`src/puqoc_pkg.sv`:
```
// shared constants and carrier types for the power-up qualify and overvoltage lockout block
`default_nettype none
package puqoc_pkg;
   // clock rate in khz, used to turn times into cycles
   localparam int unsigned CLK_KHZ = 40000;
   // times in microseconds as specified
   localparam int unsigned OV_DBNC_10_US = 10;
   localparam int unsigned OV_DBNC_100_US = 100;
   localparam int unsigned OV_DBNC_1000_US = 1000;
   localparam int unsigned FUSE_LOAD_MAX_US = 600;
   localparam int unsigned SUPPLY_TO_SLOT_MAX_US = 1500;
   localparam int unsigned LPOFF_TO_SLOT_MAX_US = 800;
   // longest times round down to whole cycles
   localparam int unsigned OV_DBNC_10_CYC = OV_DBNC_10_US * CLK_KHZ / 1000;
   localparam int unsigned OV_DBNC_100_CYC = OV_DBNC_100_US * CLK_KHZ / 1000;
   localparam int unsigned OV_DBNC_1000_CYC = OV_DBNC_1000_US * CLK_KHZ / 1000;
   localparam int unsigned FUSE_LOAD_CYC = FUSE_LOAD_MAX_US * CLK_KHZ / 1000;
   localparam int unsigned SUPPLY_TO_SLOT_CYC = SUPPLY_TO_SLOT_MAX_US * CLK_KHZ / 1000;
   localparam int unsigned LPOFF_TO_SLOT_CYC = LPOFF_TO_SLOT_MAX_US * CLK_KHZ / 1000;
   // timer width covers the largest count
   localparam int unsigned TMR_W = 17;
   // debounce select encodings
   localparam logic [1:0] DBNC_10 = 2'h0;
   localparam logic [1:0] DBNC_100 = 2'h1;
   localparam logic [1:0] DBNC_1000 = 2'h2;
   localparam logic [1:0] DBNC_RSVD = 2'h3;
   // register map offsets (byte addresses, 32-bit words)
   localparam logic [7:0] ADDR_CTRL = 8'h00;
   localparam logic [7:0] ADDR_STATUS = 8'h04;
   localparam logic [7:0] ADDR_IRQ = 8'h08;
   localparam logic [7:0] ADDR_MASK = 8'h0c;
   // control register field positions
   localparam int unsigned CTRL_OV_EN = 0;
   localparam int unsigned CTRL_OV_SDWN = 1;
   localparam int unsigned CTRL_OV_DBNC = 2;
   localparam int unsigned CTRL_LPOFF = 4;
   // interrupt bit positions
   localparam int unsigned IRQ_W = 3;
   localparam int unsigned IRQ_OV = 0;
   localparam int unsigned IRQ_PWRUP = 1;
   localparam int unsigned IRQ_ABORT = 2;
   localparam logic [IRQ_W-1:0] MASK_RESET = 3'h0;
   // fused defaults carried as one group
   typedef struct packed {
      logic ov_monitor_enable;
      logic ov_shutdown_select;
      logic [1:0] ov_debounce_select;
      logic power_on_pin_mode;
   } puqoc_fuse_t;
   // register bus request carrier
   typedef struct packed {
      logic [7:0] addr;
      logic [31:0] wdata;
      logic wr;
      logic rd;
   } puqoc_bus_t;
   // power state, one-hot
   typedef enum logic [4:0] {
      ST_UNPOWERED = 5'h01,
      ST_FUSE_LOAD = 5'h02,
      ST_OFF = 5'h04,
      ST_STARTUP = 5'h08,
      ST_RUN = 5'h10
   } puqoc_state_t;
endpackage : puqoc_pkg
`default_nettype wire

```
`src/puqoc_ctrl.sv`:
```
// power-up qualification and input overvoltage lockout control
// How it works
// - fuses copied only after supply rising crossing
// - below threshold: unpowered, nothing happens
// - shutdown select 0: overvoltage raises interrupt only
// - shutdown select 1: overvoltage starts power-down
// - monitor enable gates all overvoltage events
// - enable, select, debounce loaded from fuses
// - fused select 0: power-up continues, interrupt
// - fused select 1: power-up aborted to Off
// - debounce codes 10, 100, 1000 microseconds
// - first slot within 1.5 ms of supply
// - fuse load done within 600 microseconds
// - low-power off: slot within 800 microseconds
// - each power cycle clears low-power-off flag
// - flag writable in Run, kept until cycle
// - mode 0: high pin level powers up
// - mode 1: falling edge held low debounced
// - power-up needs supply, thermal, error flags clear
//
// The address map and the strobed register port were chosen for this implementation.
`default_nettype none
module puqoc_ctrl
   import puqoc_pkg::*;
#(
   parameter int unsigned FUSE_LOAD_CYCLES = 100, // cycles to read fuses, under the 600 us bound
   parameter int unsigned SELFTEST_CYCLES = 200, // cycles to bias and self-test from low-power off
   parameter int unsigned POWER_ON_DEBOUNCE_TIME_CYCLES = 1000 // power-on pin debounce in edge mode
) (
   input wire logic i_core_clk, // 40 MHz core clock
   input wire logic i_rst_n, // async reset, active low
   input wire logic i_supply_operate_threshold, // comparator: supply above operate threshold
   input wire logic i_input_overvoltage_lockout, // comparator: supply above lockout
   input wire logic i_thermal_shutdown, // comparator: junction above shutdown
   input wire logic i_power_on_pin, // power-on pin level
   input wire puqoc_pkg::puqoc_fuse_t i_fuse, // fuse array contents
   input wire logic i_trim_error_flag, // trim error
   input wire logic i_fuse_error_flag, // fuse error
   input wire logic i_selftest_error_flag, // self-test error
   input wire logic i_pd_done, // power-down sequence finished (same clock)
   input wire logic [7:0] i_addr, // register byte address
   input wire logic [31:0] i_wdata, // write data
   input wire logic i_wr, // write strobe
   input wire logic i_rd, // read strobe
   output logic [31:0] o_rdata, // read data, cycle after strobe
   output logic o_fuse_loaded, // mirror registers valid
   output logic o_seq_start, // pulse: first power-up slot begins
   output logic o_pd_request, // level: power-down requested
   output logic o_low_power_off_state, // in Off with low-power flag clear
   output logic o_irq // level interrupt
);
   // two-flop synchronisers for the asynchronous comparator and pin levels
   logic [3:0] sync1; // first stage, read only by sync2
   logic [3:0] sync2; // second stage, safe to use
   always_ff @(posedge i_core_clk or negedge i_rst_n) begin
      if (!i_rst_n) begin
         sync1 <= '0;
         sync2 <= '0;
      end else begin
         sync1 <= {i_supply_operate_threshold, i_input_overvoltage_lockout,
                   i_thermal_shutdown, i_power_on_pin};
         sync2 <= sync1;
      end
   end
   logic supply_ok; // supply above operate threshold
   logic ov_raw; // unfiltered overvoltage
   logic tsd; // thermal shutdown
   logic pin; // power-on pin level
   assign supply_ok = sync2[3];
   assign ov_raw = sync2[2];
   assign tsd = sync2[1];
   assign pin = sync2[0];

   // bus request bundled for decode
   puqoc_bus_t bus;
   assign bus = '{addr: i_addr, wdata: i_wdata, wr: i_wr, rd: i_rd};

   // state and mirror registers
   puqoc_state_t state; // power state
   puqoc_state_t next_state; // next power state
   puqoc_fuse_t mirror; // fuse mirror
   logic ov_monitor_enable; // functional enable
   logic ov_shutdown_select; // functional reaction select
   logic [1:0] ov_debounce_select; // functional debounce select
   logic low_power_off_flag; // set keeps internal circuits biased in Off
   logic [TMR_W-1:0] tmr; // state timer
   logic supply_prev; // supply level last cycle
   logic [IRQ_W-1:0] irq_status; // sticky events
   logic [IRQ_W-1:0] irq_mask; // unmask bits, 1 passes
   logic [IRQ_W-1:0] irq_event; // single-cycle events this cycle
   logic ov_filt; // debounced overvoltage
   logic ov_filt_prev; // for the rising edge
   logic ov_event; // qualified overvoltage event
   logic pin_prev; // pin last cycle
   logic pin_low_cnt_done; // edge mode low-hold satisfied
   logic [TMR_W-1:0] pin_low_cnt; // cycles the pin stayed low after a fall
   logic pin_armed; // falling edge seen, timing the low
   logic pwrup_event; // raw power-up event
   logic pwrup_ok; // qualifying conditions hold
   logic supply_rise; // rising crossing of operate threshold
   logic [TMR_W-1:0] dbnc_limit; // selected debounce count
   logic [TMR_W-1:0] start_limit; // cycles before first slot

   assign supply_rise = supply_ok && !supply_prev;

   // debounce count from the select; the reserved code falls back to the longest
   assign dbnc_limit = (ov_debounce_select == DBNC_10) ? TMR_W'(OV_DBNC_10_CYC) :
                       (ov_debounce_select == DBNC_100) ? TMR_W'(OV_DBNC_100_CYC) :
                       TMR_W'(OV_DBNC_1000_CYC);

   puqoc_debounce puqoc_debounce_inst (
      .i_core_clk(i_core_clk),
      .i_rst_n(i_rst_n),
      .i_level(ov_raw),
      .i_limit(dbnc_limit),
      .o_level(ov_filt)
   );

   // a disabled monitor raises no event; the filter still tracks the comparator
   assign ov_event = ov_filt && !ov_filt_prev && ov_monitor_enable;

   // power-on pin qualification by mode
   assign pin_low_cnt_done = pin_armed && (pin_low_cnt + TMR_W'(1) >= TMR_W'(POWER_ON_DEBOUNCE_TIME_CYCLES));
   assign pwrup_event = mirror.power_on_pin_mode ? pin_low_cnt_done
                                                 : pin;

   // lockout blocks power-up only if monitor on and fused reaction is shutdown
   assign pwrup_ok = supply_ok && !tsd
                     && !(ov_filt && ov_monitor_enable && mirror.ov_shutdown_select)
                     && !i_trim_error_flag && !i_fuse_error_flag
                     && !i_selftest_error_flag;

   // startup time: short when biased, longer when internal circuits must wake
   assign start_limit = low_power_off_flag ? TMR_W'(1) : TMR_W'(SELFTEST_CYCLES);

   // state transitions
   always_comb begin
      next_state = state;
      unique case (state)
         ST_UNPOWERED: begin
            if (supply_rise) begin
               next_state = ST_FUSE_LOAD;
            end
         end
         ST_FUSE_LOAD: begin
            if (tmr + TMR_W'(1) >= TMR_W'(FUSE_LOAD_CYCLES)) begin
               next_state = ST_OFF;
            end
         end
         ST_OFF: begin
            if (pwrup_event && pwrup_ok) begin
               next_state = ST_STARTUP;
            end
         end
         ST_STARTUP: begin
            if (ov_event && mirror.ov_shutdown_select) begin
               next_state = ST_OFF;
            end else if (tmr + TMR_W'(1) >= start_limit) begin
               next_state = ST_RUN;
            end
         end
         ST_RUN: begin
            if (i_pd_done && o_pd_request) begin
               next_state = ST_OFF;
            end
         end
         default: next_state = ST_UNPOWERED;
      endcase
      if (!supply_ok) begin
         next_state = ST_UNPOWERED;
      end
   end

   // state, timer and previous-level registers
   always_ff @(posedge i_core_clk or negedge i_rst_n) begin
      if (!i_rst_n) begin
         state <= ST_UNPOWERED;
         tmr <= '0;
         supply_prev <= 1'b0;
         ov_filt_prev <= 1'b0;
         pin_prev <= 1'b0;
      end else begin
         state <= next_state;
         tmr <= (next_state != state) ? '0 : tmr + TMR_W'(1);
         supply_prev <= supply_ok;
         ov_filt_prev <= ov_filt;
         pin_prev <= pin;
      end
   end

   // edge mode: arm on a fall, drop the arm if the pin bounces high
   always_ff @(posedge i_core_clk or negedge i_rst_n) begin
      if (!i_rst_n) begin
         pin_armed <= 1'b0;
         pin_low_cnt <= '0;
      end else if (pin_prev && !pin) begin
         pin_armed <= 1'b1;
         pin_low_cnt <= '0;
      end else if (pin || pin_low_cnt_done || state != ST_OFF) begin
         pin_armed <= 1'b0;
         pin_low_cnt <= '0;
      end else if (pin_armed) begin
         pin_low_cnt <= pin_low_cnt + TMR_W'(1);
      end
   end

   // fuse mirror and functional defaults, loaded at end of fuse read
   always_ff @(posedge i_core_clk or negedge i_rst_n) begin
      if (!i_rst_n) begin
         mirror <= '0;
         ov_monitor_enable <= 1'b0;
         ov_shutdown_select <= 1'b0;
         ov_debounce_select <= DBNC_10;
      end else if (state == ST_FUSE_LOAD && next_state == ST_OFF) begin
         mirror <= i_fuse;
         ov_monitor_enable <= i_fuse.ov_monitor_enable;
         ov_shutdown_select <= i_fuse.ov_shutdown_select;
         ov_debounce_select <= i_fuse.ov_debounce_select;
      end else if (bus.wr && bus.addr == ADDR_CTRL && state == ST_RUN) begin
         ov_monitor_enable <= bus.wdata[CTRL_OV_EN];
         ov_shutdown_select <= bus.wdata[CTRL_OV_SDWN];
         ov_debounce_select <= bus.wdata[CTRL_OV_DBNC +: 2];
      end
   end

   // low-power-off flag: cleared by each power cycle, written only in Run
   always_ff @(posedge i_core_clk or negedge i_rst_n) begin
      if (!i_rst_n) begin
         low_power_off_flag <= 1'b0;
      end else if (state == ST_UNPOWERED) begin
         low_power_off_flag <= 1'b0;
      end else if (bus.wr && bus.addr == ADDR_CTRL && state == ST_RUN) begin
         low_power_off_flag <= bus.wdata[CTRL_LPOFF];
      end
   end

   // power-down request: lockout with shutdown reaction while running
   always_ff @(posedge i_core_clk or negedge i_rst_n) begin
      if (!i_rst_n) begin
         o_pd_request <= 1'b0;
      end else if (state != ST_RUN) begin
         o_pd_request <= 1'b0;
      end else if (ov_event && ov_shutdown_select) begin
         o_pd_request <= 1'b1;
      end
   end

   // events: overvoltage report, startup complete, startup aborted
   always_comb begin
      irq_event = '0;
      // the interrupt-only reaction leaves the state machine running
      irq_event[IRQ_OV] = ov_event && ((state == ST_RUN && !ov_shutdown_select)
                          || (state == ST_STARTUP && !mirror.ov_shutdown_select));
      irq_event[IRQ_PWRUP] = state == ST_STARTUP && next_state == ST_RUN;
      irq_event[IRQ_ABORT] = state == ST_STARTUP && next_state == ST_OFF;
   end

   // sticky status with write-one-to-clear; a new event wins over the clear
   always_ff @(posedge i_core_clk or negedge i_rst_n) begin
      if (!i_rst_n) begin
         irq_status <= '0;
         irq_mask <= MASK_RESET;
      end else begin
         irq_status <= (irq_status & ~((bus.wr && bus.addr == ADDR_IRQ) ?
                        bus.wdata[IRQ_W-1:0] : '0)) | irq_event;
         if (bus.wr && bus.addr == ADDR_MASK) begin
            irq_mask <= bus.wdata[IRQ_W-1:0];
         end
      end
   end

   // read mux; unmapped addresses read zero
   logic [31:0] rd_mux; // selected read word
   assign rd_mux = (bus.addr == ADDR_CTRL) ? {27'h0, low_power_off_flag, ov_debounce_select,
                                              ov_shutdown_select, ov_monitor_enable} :
                   (bus.addr == ADDR_STATUS) ? {22'h0, mirror.power_on_pin_mode, ov_filt,
                                                 pwrup_ok, o_fuse_loaded, 1'b0, state} :
                   (bus.addr == ADDR_IRQ) ? {29'h0, irq_status} :
                   (bus.addr == ADDR_MASK) ? {29'h0, irq_mask} : 32'h0;

   // registered outputs
   always_ff @(posedge i_core_clk or negedge i_rst_n) begin
      if (!i_rst_n) begin
         o_rdata <= 32'h0;
         o_fuse_loaded <= 1'b0;
         o_seq_start <= 1'b0;
         o_low_power_off_state <= 1'b0;
         o_irq <= 1'b0;
      end else begin
         o_rdata <= bus.rd ? rd_mux : 32'h0;
         o_fuse_loaded <= state inside {ST_OFF, ST_STARTUP, ST_RUN};
         o_seq_start <= irq_event[IRQ_PWRUP];
         o_low_power_off_state <= state == ST_OFF && !low_power_off_flag;
         o_irq <= |(irq_status & irq_mask);
      end
   end
endmodule : puqoc_ctrl
`default_nettype wire

```
`src/puqoc_debounce.sv`:
```
// filter that passes a level only after it holds stable for a selectable count
`default_nettype none
module puqoc_debounce
   import puqoc_pkg::*;
(
   input wire logic i_core_clk, // core clock
   input wire logic i_rst_n, // async reset, active low
   input wire logic i_level, // synchronised raw level
   input wire logic [TMR_W-1:0] i_limit, // cycles the level must hold
   output logic o_level // filtered level
);
   logic [TMR_W-1:0] cnt; // cycles the raw level has differed from output
   logic differs; // raw level disagrees with filtered one
   assign differs = i_level != o_level;
   // count while differing, restart on any bounce back
   always_ff @(posedge i_core_clk or negedge i_rst_n) begin
      if (!i_rst_n) begin
         cnt <= '0;
         o_level <= 1'b0;
      end else if (!differs) begin
         cnt <= '0;
      end else if (cnt + TMR_W'(1) >= i_limit) begin
         o_level <= i_level;
         cnt <= '0;
      end else begin
         cnt <= cnt + TMR_W'(1);
      end
   end
endmodule : puqoc_debounce
`default_nettype wire

```
`config.mk`:
```
export PLATFORM = sky130hd
export DESIGN_NAME = puqoc_ctrl
export DESIGN_NICKNAME = d
export VERILOG_FILES = /design/src/puqoc_pkg.sv /design/src/puqoc_ctrl.sv /design/src/puqoc_debounce.sv
export SDC_FILE = /design/constraint.sdc
export NUM_CORES = 1
export LEC_CHECK = 0
export BUFFER_PORTS_ARGS = -buffer_cell sky130_fd_sc_hd__buf_2
export CAP_MARGIN = 10
export CORE_MARGIN = 2
export CORE_UTILIZATION = 55
export DETAILED_ROUTE_END_ITERATION = 16
export PLACE_DENSITY = 0.77
export REMOVE_ABC_BUFFERS = 1
export SYNTH_ARGS = -nofsm -noshare
export SYNTH_HDL_FRONTEND = slang
export SYNTH_SLANG_ARGS = --single-unit
```
`constraint.sdc`:
```
create_clock -name i_core_clk -period 9.6 [get_ports i_core_clk]
set_input_delay 0.48 -clock i_core_clk [delete_from_list [all_inputs] [get_ports i_core_clk]]
set_output_delay 0.48 -clock i_core_clk [all_outputs]
set_load 0.005 [all_outputs]
```
# Word level (Yosys, flattened, before mapping)
# Cells that the tools add are included.
[op_classes] add_sub_neg=3 order_cmp=4 n_eq_ne=15 n_mux=36 bitwise=4 n_reduce_logical=51
[ops] op="17-bit two-way mux" n=6
[ops] op="17-bit by 1-bit adder with 17-bit output, second input constant" n=3
[ops] op="5-bit two-way mux" n=7
[ops] op="16-bit two-way mux" n=2
[ops] op="10-bit two-way mux" n=3
[ops] op="1-bit logical AND" n=27
[ops] op="5-bit one-hot mux with 5 select lines" n=1
[ops] op="17-bit by 10-bit >= comparator with 1-bit output, second input constant" n=1
[ops] op="17-bit by 16-bit >= comparator with 1-bit output" n=1
[ops] op="17-bit by 7-bit >= comparator with 1-bit output, second input constant" n=1
[ops] op="17-bit by 8-bit >= comparator with 1-bit output" n=1
[ops] op="8-bit by 4-bit == test with 1-bit output, second input constant" n=2
[ops] op="1-bit zero test" n=11
[ops] op="1-bit two-way mux" n=11
[ops] op="5-bit by 3-bit == test with 1-bit output, second input constant" n=2
[ops] op="5-bit == test, second input constant" n=2
[ops] op="3-bit two-way mux" n=3
[ops] op="8-bit by 3-bit == test with 1-bit output, second input constant" n=1
[ops] op="8-bit zero test" n=1
[ops] op="8-bit two-way mux" n=1
[ops] op="2-bit nonzero test" n=4
[ops] op="3-bit AND" n=2
[ops] op="3-bit nonzero test" n=2
[ops] op="5-bit by 1-bit == test with 1-bit output, second input constant" n=1
[ops] op="other kinds (14)" n=17
[totals] register_bits=97 out_inout_bits=37 word_cells=138

# Logic depth before layout (Yosys ltp)
[logic_depth] depth_word=14 depth_mapped=13 depth_no_buf=12

# Modules after synthesis
# Synthesis repeated with hierarchy kept, for this count alone.
[hier_totals] hier_cells=585 area_unflattened_um2=5808.1
[by_module_without_submodules] module="puqoc_ctrl" n_inst=1 cells_per_inst=446 area_each_um2=4473.0 seq_area_each_um2=1953.1
[by_module_without_submodules] module="puqoc_debounce" n_inst=1 cells_per_inst=139 area_each_um2=1335.0 seq_area_each_um2=450.4

# Worst setup path after synthesis
# Ideal clock, no wire load.
[synth_path] kind="flip-flop to flip-flop" from="reg puqoc_debounce_inst.cnt[0]" to="reg puqoc_debounce_inst.cnt[10]" setup_time_ns=0.080 t_arrival_ns=3.160 required_ns=9.520 path_slack_ns=6.360 path_stages_with_launch=14 path_buffers=2 cell_sequence="dfrtp_1 -> ha_1 -> nand3_1 -> or3_1 -> clkbuf_1 -> nor2_1 -> xor2_1 -> ha_1 -> a21o_1 -> a21o_1 -> a221o_1 -> a2111o_1 -> buf_6 -> nor3b_2"
[synth_via] elab_chain_cells=4
[synth_lines] element="start, declared" line_no="puqoc_debounce.sv:12" source="logic [TMR_W-1:0] cnt;"
[synth_lines] element="start signal, assigned" line_no="puqoc_debounce.sv:26" source="cnt <= cnt + TMR_W'(1);"
[synth_lines] element="17-bit by 1-bit adder with 17-bit output (*)" line_no="puqoc_debounce.sv:22, puqoc_debounce.sv:26"
[synth_lines] element="17-bit by 16-bit >= comparator with 1-bit output" line_no="puqoc_debounce.sv:22" source="end else if (cnt + TMR_W'(1) >= i_limit) begin"
[synth_lines] element="17-bit two-way mux (*)" line_no="puqoc_debounce.sv:22"
[synth_lines] element="17-bit two-way mux (*)" line_no="puqoc_debounce.sv:20" source="end else if (!differs) begin"
# Mark *: on every way between the ends. The rest lies on a longest branch, timed or not.
# A chain may end at the register's enable or synchronous reset.

# Worst setup path after layout
[layout_path] from="reg puqoc_debounce_inst.cnt[0]" to="reg puqoc_debounce_inst.cnt[15]"
# Same word-level chain as after synthesis.

==> impl_results.md <==
- Number of buffers created by CTS: 9
- Initial drt markers: 159
- Initial antenna violation count: 0
- RD Place Congestion: 0.8978
- Flop pwr share: 55.7%
- Comb pwr share: 9.8%
- Fraction of registers with async set/reset: 100.0%
- Register area share after synthesis: 43.19%
- Hold crit path type: in -> async
- Slew @ Worst Pin: 1.012 ns
- Fill cells: 852
- Endpoints failing setup: 0
- Max Cap Violations: 0
- Mean area per synthesized cell: 9.815 sq um
- # diodes: 0
- Synth cell types: 72
- Rows: 36
- Die height: 104.6 um
- Crit path launch type: flop
- CP top delay family: compound AO/OA/AOI/OAI gates
- Crit path DAT: 3.99 ns
- Ys flop type: dfrtp_1
- Largest net degree at the start of global routing: 71
- Worst-Skew Late Latency: 0.37 ns
- Finished Layout Cells: 739
- Synthesized flop and latch total: 96
- Power Dens Cells: 130.4 nW/um^2
- Mapped Area: 5565 sq um
- Hold violation count in the final report: 0
- Starting Density: 56.68%
- Max Root-Sink Buffers: 2
- First-pass GRT wire length: 19.62 mm
- Post-route ant nets: 0
- Vias per std cell: 5.866
- IO buf count: 43
- Status: complete, no violations
- Vias: 4335
- Buf+Inv Stages, Crit Path: 0
- Slowest cell delay on critical path: 0.73 ns
- Slew Limit Fails: 0
- Post-CTS sizing: 0
- TritonCTS clock tree: done
- Critical Path Sink Type: flop
- Number of buffers added for setup after CTS: 0
- P_sw: 212.0 uW
- Detailed placement HPWL: 8.277 mm
- # IOs: 94
- CP required: 9.87 ns
- Fin Clk Skew: 0.01787 ns
- Critical path, cell by cell: ha_1, nand3_1, or3_1, nor2_1, xor2_1, ha_1, a21o_1, a21o_1, a221o_1, a2111o_1, nor3b_1
- Final period utilization: 38.75%
- CTS H-tree lvls: 3
- Dpl cell area: 5786 sq um
- Setup tns final: 0 ns
- DIE AREA: 10940 sq um
- Placed instance count: 723
- Critical setup path kind: reg -> reg
- DR pass1 iterations: 5
- Place WS: 5.780 ns
- Residual DRC: 0
- Internal Power: 568.8 uW
- Switching share of power: 27.15%
- Peak Freq: 268.8 MHz
- Vias in the first global route: 4237
- Clock Tree Root: clkbuf_8
- Fin nets: 678
- CTS hold repair buffers: 0
- Crit path max fanout: 16
- Final min period: 3.720 ns
- Static leakage: 2.717 nW
- Critical-path top delay cell: a2111o_1
- Core Footprint: 9819 sq um
- Die X: 104.6 um
- Gate count of the mapped netlist: 567
- Final instance area: 5987 sq um
- RSZ-0062 raised after global routing: false
- Layout area overhead: 7.576%
- Worst-path clk slew: 0.09 ns
- Final hold slack: 0.008526 ns
- Clock power share: 34.5%
- Ys Warns: 0
- Routed WL: 11.42 mm
- CTS Sinks: 96
- Total gr overflow: 0
- Number of synthesized flops with an enable pin: 0
- WL per Instance: 15.45 um
- Rel. slew slack: 32.09%
- Total GRT Usage: 21.77%
- Layout cells sized above 1: 16.01%
- Maximum vdd drop: 0.0001017 V
- Worst setup margin: 5.880 ns
cells in the final DEF (no fill, tap or decap), drive strengths merged, types with 3 or more instances in the layout:
cell type  synthesis  routed
dfrtp             95      95
buf               32      46
nand2             41      41
nor2              41      41
nand3             30      30
a21oi             25      25
xnor2             24      24
conb               1      24
o21ai             24      24
nor3              23      23
ha                20      20
and3              18      18
inv               15      17
nor3b             14      14
nand4             13      13
xor2              12      12
and2              12      12
clkbuf            14      10
a21o               9       9
mux2i              8       8
a21boi             8       8
nor4               8       8
or3                7       7
mux2               7       7
nor2b              5       5
a31oi              5       5
and4               4       4
a22o               4       4
o211ai             4       4
o21bai             3       3
a2111o             3       3
mux4               3       3
o2111ai            3       3
worst paths after layout:
path / cells after the start / from / to / slack (ns)
min: 1 / i_rst_n / puqoc_debounce_inst.cnt[3] / 0.009
max in group asynchronous: 2 / i_rst_n / sync2[2] / 8.41
max: 11 / puqoc_debounce_inst.cnt[0] / puqoc_debounce_inst.cnt[15] / 5.88
min reg2reg: 0 / sync1[2] / sync2[2] / 0.35
min in group i_core_clk: 1 / i_supply_operate_threshold / sync1[3] / 0.22
max reg2reg: 11 / puqoc_debounce_inst.cnt[0] / puqoc_debounce_inst.cnt[15] / 5.88
Yosys cell counts, drive strengths merged, types with 9 or more instances:
| library cell | number | area, sq um |
|---|---|---|
| xor2 | 12 | 105.1 |
| nand3 | 30 | 155.1 |
| nand2 | 41 | 156.4 |
| nand4 | 13 | 87.58 |
| clkbuf | 14 | 52.55 |
| o21ai | 24 | 120.1 |
| xnor2 | 24 | 210.2 |
| nor2 | 41 | 156.4 |
| nor3 | 23 | 155.1 |
| a21oi | 25 | 125.1 |
| ha | 20 | 250.2 |
| and3 | 18 | 112.6 |
| buf | 32 | 226.5 |
| a21o | 9 | 67.56 |
| and2 | 12 | 75.07 |
| dfrtp | 95 | 2377 |
| nor3b | 14 | 130.1 |
| inv | 15 | 56.30 |
sequential cells by signal, indices dropped and copies added (netlist names):
| register | flops |
|---|---|
| o_seq_start | 1 |
| pin_armed | 1 |
| puqoc_debounce_inst.cnt | 17 |
| tmr | 17 |
| low_power_off_flag | 1 |
| state | 5 |
| supply_prev | 1 |
| ov_shutdown_select | 1 |
| irq_mask | 3 |
| ov_debounce_select | 2 |
| irq_status | 3 |
| o_fuse_loaded | 1 |
| sync2 | 4 |
| pin_low_cnt | 17 |
| ov_filt_prev | 1 |
| mirror | 2 |
| sync1 | 4 |
| puqoc_debounce_inst.o_level | 1 |
| o_pd_request | 1 |
| pin_prev | 1 |
| o_irq | 1 |
| o_low_power_off_state | 1 |
| ov_monitor_enable | 1 |
| o_rdata | 9 |
layout make-up:
class,instances,area (sq um),area share [%]
Multi-Input combinational cell,433,2925,48.86
Tap cell,133,166.4,2.780
Timing Repair Buffer,46,240.2,4.013
Clock buffer,10,127.6,2.132
Inverter,15,56.30,0.9404
Clock inverter,6,67.56,1.129
Sequential cell,96,2404,40.15
through the flow:
stage	utilization, %	power, mW
after floorplan	-	0.4862
after global placement	58.92	0.5148
after detailed placement	58.92	0.5187
after CTS	60.91	0.7856
after global routing	60.97	0.8139
final	60.97	0.7807
cells by family after synthesis:
group,share of synthesized area (%)
AND/OR/NAND/NOR,22.89
AO/OA/AOI/OAI,13.60
flip-flops,43.19
buffers and inverters,6.025
XOR/XNOR,5.665
adder cells (fa/ha/maj),4.496
multiplexers,4.069
other,0.06738
power by group through the flow:
stage,logic (mW),clock network (mW),registers (mW)
finish,0.0768,0.269,0.435
global route,0.0881,0.288,0.438
CTS,0.0769,0.274,0.435
detailed placement,0.0763,0,0.442
global placement,0.0734,0,0.441
floorplan,0.0483,0,0.438
routing by layer:
layer,vias up,routed length [um],track usage (%)
met4,0,240,8.857
met3,19,540,3.556
met1,2130,5200,28.80
met5,-,0,0
li1,2072,-,-
met2,114,5433,35.85
Power figures use the tool's default switching activity.
